<file path="config.mk">
export PLATFORM = sky130hd
export DESIGN_NAME = epa_regs
export DESIGN_NICKNAME = d
export VERILOG_FILES = /design/src/rtl/epa_pkg.sv /design/src/rtl/epa_strap_latch.sv /design/src/rtl/epa_regs.sv
export SDC_FILE = /design/constraint.sdc
export NUM_CORES = 1
export LEC_CHECK = 0
export BUFFER_PORTS_ARGS = -buffer_cell sky130_fd_sc_hd__buf_4
export CORE_MARGIN = 2
export CORE_UTILIZATION = 42
export DETAILED_ROUTE_END_ITERATION = 10
export PLACE_DENSITY = 0.95
export SYNTH_ARGS = -nofsm -noshare
export SYNTH_HDL_FRONTEND = slang
export SYNTH_SLANG_ARGS = --single-unit
</file>
<file path="constraint.sdc">
create_clock -name sys_clk_i -period 1.88 [get_ports sys_clk_i]
set_input_delay 0.282 -clock sys_clk_i [delete_from_list [all_inputs] [get_ports sys_clk_i]]
set_output_delay 0.282 -clock sys_clk_i [all_outputs]
set_load 0.01 [all_outputs]
</file>
<file path="src/rtl/epa_pkg.sv">
// Summary of operation
// - advertisement register answers at byte offset 1d0 as a 32-bit word
// - loader rewrites every advertisement field after reset release and on reload
// - bits 31-16 read zero; serial access moves only 16 bits
// - next-page advertisement bit 15 always reads zero
// - remote fault bit 13 reads zero; bits 14 and 12 reserved, zero
// - asymmetric pause bit 11 writable, resets to zero
// - pause bit 10 writable, resets to inverse of strap
// - flow-control strap captured when chip reset deasserts
// - 100BASE-T4 bit 9 always reads zero
// - 100 Mb/s full and half duplex bits 8,7 writable, reset one
// - 10 Mb/s full and half duplex bits 6,5 writable, reset one
// - selector bits 4:0 writable, reset 00001; software writes only that code
// - partner ability register at 1d4, 32 bits, read-only
// - partner ability contents built internally, not from a cable
// - partner next-page bit 15 always reads zero
// - partner acknowledge bit 14 always reads one
package epa_pkg;
  localparam logic [11:0] EPA_ADV_OFFSET = 12'h1d0;
  localparam logic [11:0] EPA_LP_OFFSET = 12'h1d4;
  localparam logic [4:0] EPA_ADV_INDEX = 5'h04;
  localparam logic [4:0] EPA_LP_INDEX = 5'h05;
  localparam logic [4:0] EPA_SELECTOR_RST = 5'h01;
  localparam int EPA_BIT_ACK = 14;
  localparam int EPA_BIT_ASYM = 11;
  localparam int EPA_BIT_PAUSE = 10;

  // writable part of the advertisement register
  typedef struct packed {
    logic asym_pause;
    logic pause;
    logic fd100;
    logic hd100;
    logic fd10;
    logic hd10;
    logic [4:0] selector;
  } epa_adv_s;

  // value held while reset is asserted, before the loader rewrites it
  localparam epa_adv_s EPA_ADV_RST = '{asym_pause: 1'b0, pause: 1'b1, fd100: 1'b1, hd100: 1'b1,
                                       fd10: 1'b1, hd10: 1'b1, selector: EPA_SELECTOR_RST};

  // register access request, memory-mapped or serial
  typedef struct packed {
    logic wr;
    logic rd;
    logic serial;
    logic [11:0] addr;
    logic [31:0] wdata;
  } epa_req_s;
endpackage

</file>
<file path="src/rtl/epa_strap_latch.sv">
`timescale 1ns/1ps
// ==========================================
// strap synchroniser and capture at reset release
module epa_strap_latch (
  input wire logic sys_clk_i,
  input wire logic sys_rst_i,
  input wire logic strap_i,
  output logic strap_o,
  output logic release_o
);
  import epa_pkg::*;
  logic [2:0] sync_reg;
  logic [2:0] sync_next;
  logic rst_d_reg;
  logic rst_d_next;
  logic strap_reg;
  logic strap_next;
  logic stable;

  always_comb begin
    sync_next = {sync_reg[1:0], strap_i};
    rst_d_next = 1'b0;
    // second and third stages agree: the level is trusted
    stable = (sync_reg[2] == sync_reg[1]);
    strap_next = strap_reg;
    if (rst_d_reg && stable) begin
      strap_next = sync_reg[1];
    end
  end

  always_ff @(posedge sys_clk_i) begin
    sync_reg <= sync_next;
    if (sys_rst_i) begin
      rst_d_reg <= 1'b1;
      strap_reg <= 1'b0;
    end else begin
      rst_d_reg <= rst_d_next;
      strap_reg <= strap_next;
    end
  end

  assign strap_o = (rst_d_reg && stable) ? sync_reg[1] : strap_reg;
  assign release_o = rst_d_reg && !sys_rst_i;
endmodule

</file>
<file path="src/rtl/epa_regs.sv">
`timescale 1ns/1ps
// ==========================================
// advertisement and emulated partner ability registers
module epa_regs (
  input wire logic sys_clk_i,
  input wire logic sys_rst_i,
  input wire logic flow_ctrl_default_strap_i,
  input wire logic reload_i,
  input epa_pkg::epa_req_s req_i,
  output logic [31:0] rdata_o,
  output logic rvalid_o,
  output logic addr_err_o,
  output epa_pkg::epa_adv_s adv_o
);
  import epa_pkg::*;

  logic strap;
  logic release_pulse;
  epa_adv_s adv_reg;
  epa_adv_s adv_next;
  epa_adv_s adv_load;
  logic [31:0] rdata_reg;
  logic [31:0] rdata_next;
  logic rvalid_reg;
  logic rvalid_next;
  logic err_reg;
  logic err_next;
  logic [15:0] adv_word;
  logic [15:0] lp_word;
  logic hit_adv;
  logic hit_lp;

  epa_strap_latch u_strap (
    .sys_clk_i(sys_clk_i),
    .sys_rst_i(sys_rst_i),
    .strap_i(flow_ctrl_default_strap_i),
    .strap_o(strap),
    .release_o(release_pulse)
  );

  // ==========================================
  // loader image and register update
  always_comb begin
    adv_load.asym_pause = 1'b0;
    adv_load.pause = ~strap;
    adv_load.fd100 = 1'b1;
    adv_load.hd100 = 1'b1;
    adv_load.fd10 = 1'b1;
    adv_load.hd10 = 1'b1;
    adv_load.selector = EPA_SELECTOR_RST;
  end

  always_comb begin
    if (req_i.serial) begin
      hit_adv = req_i.addr[4:0] == EPA_ADV_INDEX;
      hit_lp = req_i.addr[4:0] == EPA_LP_INDEX;
    end else begin
      hit_adv = req_i.addr == EPA_ADV_OFFSET;
      hit_lp = req_i.addr == EPA_LP_OFFSET;
    end
  end

  always_comb begin
    adv_next = adv_reg;
    // loader rewrite beats a software write in the same cycle
    if (release_pulse || reload_i) begin
      adv_next = adv_load;
    end else if (req_i.wr && hit_adv) begin
      adv_next.asym_pause = req_i.wdata[EPA_BIT_ASYM];
      adv_next.pause = req_i.wdata[EPA_BIT_PAUSE];
      adv_next.fd100 = req_i.wdata[8];
      adv_next.hd100 = req_i.wdata[7];
      adv_next.fd10 = req_i.wdata[6];
      adv_next.hd10 = req_i.wdata[5];
      adv_next.selector = req_i.wdata[4:0];
    end
  end

  // ==========================================
  // read path
  always_comb begin
    // bits 15,14,13,12,9 constant zero
    adv_word = {3'h0, 1'b0, adv_reg.asym_pause, adv_reg.pause, 1'b0, adv_reg.fd100, adv_reg.hd100,
                adv_reg.fd10, adv_reg.hd10, adv_reg.selector};
    // emulated partner: acks, no next page, mirrors our abilities
    lp_word = 16'h0000;
    lp_word[EPA_BIT_ACK] = 1'b1;
    lp_word[15] = 1'b0;
    lp_word[11:0] = adv_word[11:0];
    rdata_next = 32'h0000_0000;
    rvalid_next = req_i.rd;
    err_next = (req_i.rd || req_i.wr) && !hit_adv && !hit_lp;
    if (req_i.rd && hit_adv) begin
      rdata_next = {16'h0000, adv_word};
    end else if (req_i.rd && hit_lp) begin
      rdata_next = {16'h0000, lp_word};
    end
  end

  always_ff @(posedge sys_clk_i) begin
    if (sys_rst_i) begin
      adv_reg <= EPA_ADV_RST;
      rdata_reg <= 32'h0000_0000;
      rvalid_reg <= 1'b0;
      err_reg <= 1'b0;
    end else begin
      adv_reg <= adv_next;
      rdata_reg <= rdata_next;
      rvalid_reg <= rvalid_next;
      err_reg <= err_next;
    end
  end

  assign rdata_o = rdata_reg;
  assign rvalid_o = rvalid_reg;
  assign addr_err_o = err_reg;
  assign adv_o = adv_reg;

  // ==========================================
  // checks
  a_upper_zero: assert property (@(posedge sys_clk_i) disable iff (sys_rst_i)
    rvalid_o |-> rdata_o[31:16] == 16'h0000) else $error("upper half not zero");
  a_adv_ro_bits: assert property (@(posedge sys_clk_i) disable iff (sys_rst_i)
    $past(req_i.rd && hit_adv) |-> (rdata_o[15:12] == 4'h0 && rdata_o[9] == 1'b0))
    else $error("advertisement read-only bits nonzero");
  a_rf_zero: assert property (@(posedge sys_clk_i) disable iff (sys_rst_i)
    $past(req_i.rd && hit_adv) |-> !rdata_o[13]) else $error("remote fault not zero");
  a_reload_img: assert property (@(posedge sys_clk_i) disable iff (sys_rst_i)
    reload_i |=> (adv_o.fd100 && adv_o.hd100 && adv_o.fd10 && adv_o.hd10 && !adv_o.asym_pause))
    else $error("reload image wrong");
  a_reload_pause: assert property (@(posedge sys_clk_i) disable iff (sys_rst_i)
    reload_i |=> adv_o.pause == ~$past(strap)) else $error("pause default wrong");
  a_reload_sel: assert property (@(posedge sys_clk_i) disable iff (sys_rst_i)
    reload_i |=> adv_o.selector == 5'h01) else $error("selector default wrong");
  a_write_takes: assert property (@(posedge sys_clk_i) disable iff (sys_rst_i)
    (req_i.wr && hit_adv && !reload_i && !release_pulse) |=>
    adv_o.asym_pause == $past(req_i.wdata[11])) else $error("asym pause write lost");
  a_write_speed: assert property (@(posedge sys_clk_i) disable iff (sys_rst_i)
    (req_i.wr && hit_adv && !reload_i && !release_pulse) |=>
    {adv_o.fd100, adv_o.hd100, adv_o.fd10, adv_o.hd10} == $past(req_i.wdata[8:5]))
    else $error("speed bits write lost");
  a_lp_fixed: assert property (@(posedge sys_clk_i) disable iff (sys_rst_i)
    $past(req_i.rd && hit_lp) |-> (rdata_o[14] && !rdata_o[15])) else $error("partner ack/np wrong");
  a_lp_ro: assert property (@(posedge sys_clk_i) disable iff (sys_rst_i)
    (req_i.wr && hit_lp && !reload_i && !release_pulse) |=> $stable(adv_o))
    else $error("partner write changed state");
  a_release_load: assert property (@(posedge sys_clk_i) disable iff (sys_rst_i)
    release_pulse |=> (adv_o.fd100 && adv_o.hd100 && adv_o.fd10 && adv_o.hd10 && !adv_o.asym_pause))
    else $error("release image wrong");
  a_release_pause: assert property (@(posedge sys_clk_i) disable iff (sys_rst_i)
    release_pulse |=> adv_o.pause == ~$past(strap)) else $error("release pause default wrong");
  a_lp_upper_zero: assert property (@(posedge sys_clk_i) disable iff (sys_rst_i)
    $past(req_i.rd && hit_lp) |-> rdata_o[31:16] == 16'h0000) else $error("partner upper half not zero");
endmodule

</file>
==> run metrics <==
status finished clean; synth cell count leaders dfxtp_1, buf_4, nand3_1; total gr overflow 0; Area Overhead vs Synth 30.0%; number of CTS-inserted buffers 5; CP max stage delay 0.45 ns; antenna-violating nets left 0; # port buffers 54; Leakage 0.776 nW; GRT Util Overall 15.7%; largest net degree at the start of global routing 12; post-DP HPWL 2070 µm; DIE HEIGHT 59.2 µm; RSZ-0062 raised after global routing false; Post-synth EDFFs 0; Largest register FFs 12; # setup viols final 0; Clock Sinks 30; slew at the pin closest to its max-slew limit 0.556 ns; die width 59.2 µm; Max Freq 761 MHz; Critical Path Most Common Cell nand4_1; fillers 284; Worst EP required 2.08 ns; Avg Inst Size Synth 9.56 µm²; Post-Syn Area 1280 µm²; per-cell routed wire length 11.8 µm; Critical Path Fanout Max 11; CTS tree built; later-pin clock latency in the skew report 0.31 ns; area leader, netlist dfxtp_1; most frequent cell after synthesis dfxtp_1; CTS resizes 0; Synth top area share 46.9%; Post-CTS Hold Buffers 0; max_cap viols 0; period utilisation layout 69.9%; total negative slack 0 ns; Vias/cell 4.83; Die ar. 3510 µm²; Post-synth top flop dfxtp_1; fin area 1670 µm²; first-pass GRT wire length 4180 µm; Starting DRT DRC Count 28; HP Class in -> reg; initial core utilization 43.0%; Area contributors post-synth dfxtp_1, buf_4, nand3_1, and2_1, a21oi_1; Final min period 1.31 ns; YS warnings 0; final WL 2630 µm; Slew HR 62.7%; DRT Pass-1 Iters 4; CP cell instances buf_4, nor4_4, nand4_1, nand4_1, nand3_1; antenna violations before repair 0; vias 1078; core area 2980 µm²; Worst setup SP type input port; routability congestion estimate 0.800; #FFs+latches synth 30; vias in the first global route 977; Placement Cell Area 1620 µm²; clk_skew 0.00576 ns; CP Capture Type flip-flop; Remaining DRCs 0; CP Data Arrival Time 1.51 ns; WS Path Type in -> reg; Post CTS Setup Buffer Count 0; Final Hold Viols 0; Crit-path slowest cell nand4_1; Pins Over Slew Limit 0; H-tree depth 2; Power Density 669 nW/µm²; Root Driver clkbuf_4; Top Ports 96; buffer levels on the longest clock path 2; layout cells sized above 1 37.4%; Nets 241; clock slew at reported path FFs 0.09 ns; # rows 20; Mapped Cells 134; ANT cells 0; Post-synth ARST share 0%; maximum vdd ir drop 0.277 mV; Seq/Total Area, Yosys 46.9%; Yosys cell types 30
==> final timing paths <==
kind | start | endpoint | slack [ns] | cells past startpoint
setup / recovery | req_i[43] | adv_o[9] | 0.57 | 5
hold reg to reg | u_strap.sync_reg[0] | u_strap.sync_reg[1] | 0.33 | 0
setup reg to reg | u_strap.rst_d_reg | adv_o[6] | 0.76 | 2
hold / removal | flow_ctrl_default_strap_i | u_strap.sync_reg[0] | 0.07 | 1
==> report_power, final <==
group          switching [mW]  internal, mW  leakage [nW]
Combinational          0.0581        0.0603         0.501
Clock                   0.208         0.134        0.0308
Sequential            0.00741         0.646         0.244
Total                   0.274         0.841         0.776
==> final cells by class <==
| class | instances | area (µm²) | share of cell area, % |
|---|---|---|---|
| clock inverters | 2 | 10.0 | 0.601 |
| well taps | 33 | 41.3 | 2.48 |
| multi-input cells | 97 | 559 | 33.6 |
| inverters | 1 | 3.75 | 0.225 |
| flip-flops and latches | 30 | 601 | 36.1 |
| clock buffers | 5 | 37.5 | 2.25 |
| repair buffers | 55 | 413 | 24.8 |
==> critical path: cells and delay by family <==
| family | cells | cell delay, ns |
|---|---|---|
| buffers and inverters | 1 | 0.12 |
| and+or+nand+nor | 4 | 1.11 |
==> cells in the final DEF, fill, tap and decap left out <==
| cell type | Yosys | routed |
|---|---|---|
| clkbuf_4 | 0 | 5 |
| nand3_2 | 1 | 1 |
| nand2_1 | 5 | 5 |
| and4bb_1 | 1 | 1 |
| nor3_1 | 2 | 2 |
| o211ai_2 | 1 | 1 |
| o21ai_0 | 7 | 7 |
| and3_4 | 1 | 1 |
| and2_1 | 11 | 11 |
| nand4_1 | 2 | 2 |
| buf_4 | 21 | 55 |
| a211oi_1 | 1 | 1 |
| and4_1 | 1 | 1 |
| or3_1 | 1 | 1 |
| nor3b_1 | 1 | 1 |
| clkinv_2 | 0 | 2 |
| nor2_1 | 4 | 4 |
| inv_1 | 1 | 1 |
| conb_1 | 1 | 20 |
| a21oi_1 | 8 | 8 |
| nor2b_1 | 3 | 3 |
| nor4b_2 | 1 | 1 |
| and4b_1 | 1 | 1 |
| a21o_1 | 1 | 1 |
| nand3_1 | 18 | 18 |
| nor4_4 | 1 | 1 |
| dfxtp_1 | 30 | 30 |
| maj3_1 | 1 | 1 |
| o21ai_2 | 4 | 4 |
==> through the flow <==
step	util [%]	power (mW)	cells	hold WS (ns)	setup slack, ns
after detailed placement	54.3	0.787	216	0.318	0.228
after global routing	55.9	1.17	223	0.0448	0.470
after CTS	55.9	1.12	223	0.0579	0.573
final	55.9	1.11	223	0.0676	0.567
after global placement	54.3	0.783	216	0.310	0.275
after floorplan	-	0.746	153	0.310	0.663
==> layer usage <==
metal,share of wire [%],global-route usage (%),vias up
li1,-,-,532
met5,0,0,-
met1,39,16.5,486
met2,50,27.8,54
met3,9.1,6.33,6
met4,1.5,6.17,0
==> cells by family (layout without fill, tap and decap cells) <==
logic type / Yosys count / in the layout / share of synthesized area [%]
other cells: 1 / 20 / 0.293
buf+inv: 26 / 63 / 15.0
fa+ha+maj: 1 / 1 / 0.781
simple gates: 54 / 54 / 26.3
flops: 30 / 30 / 46.9
compound gates: 22 / 22 / 10.7
(Power assumes the default switching activity.)
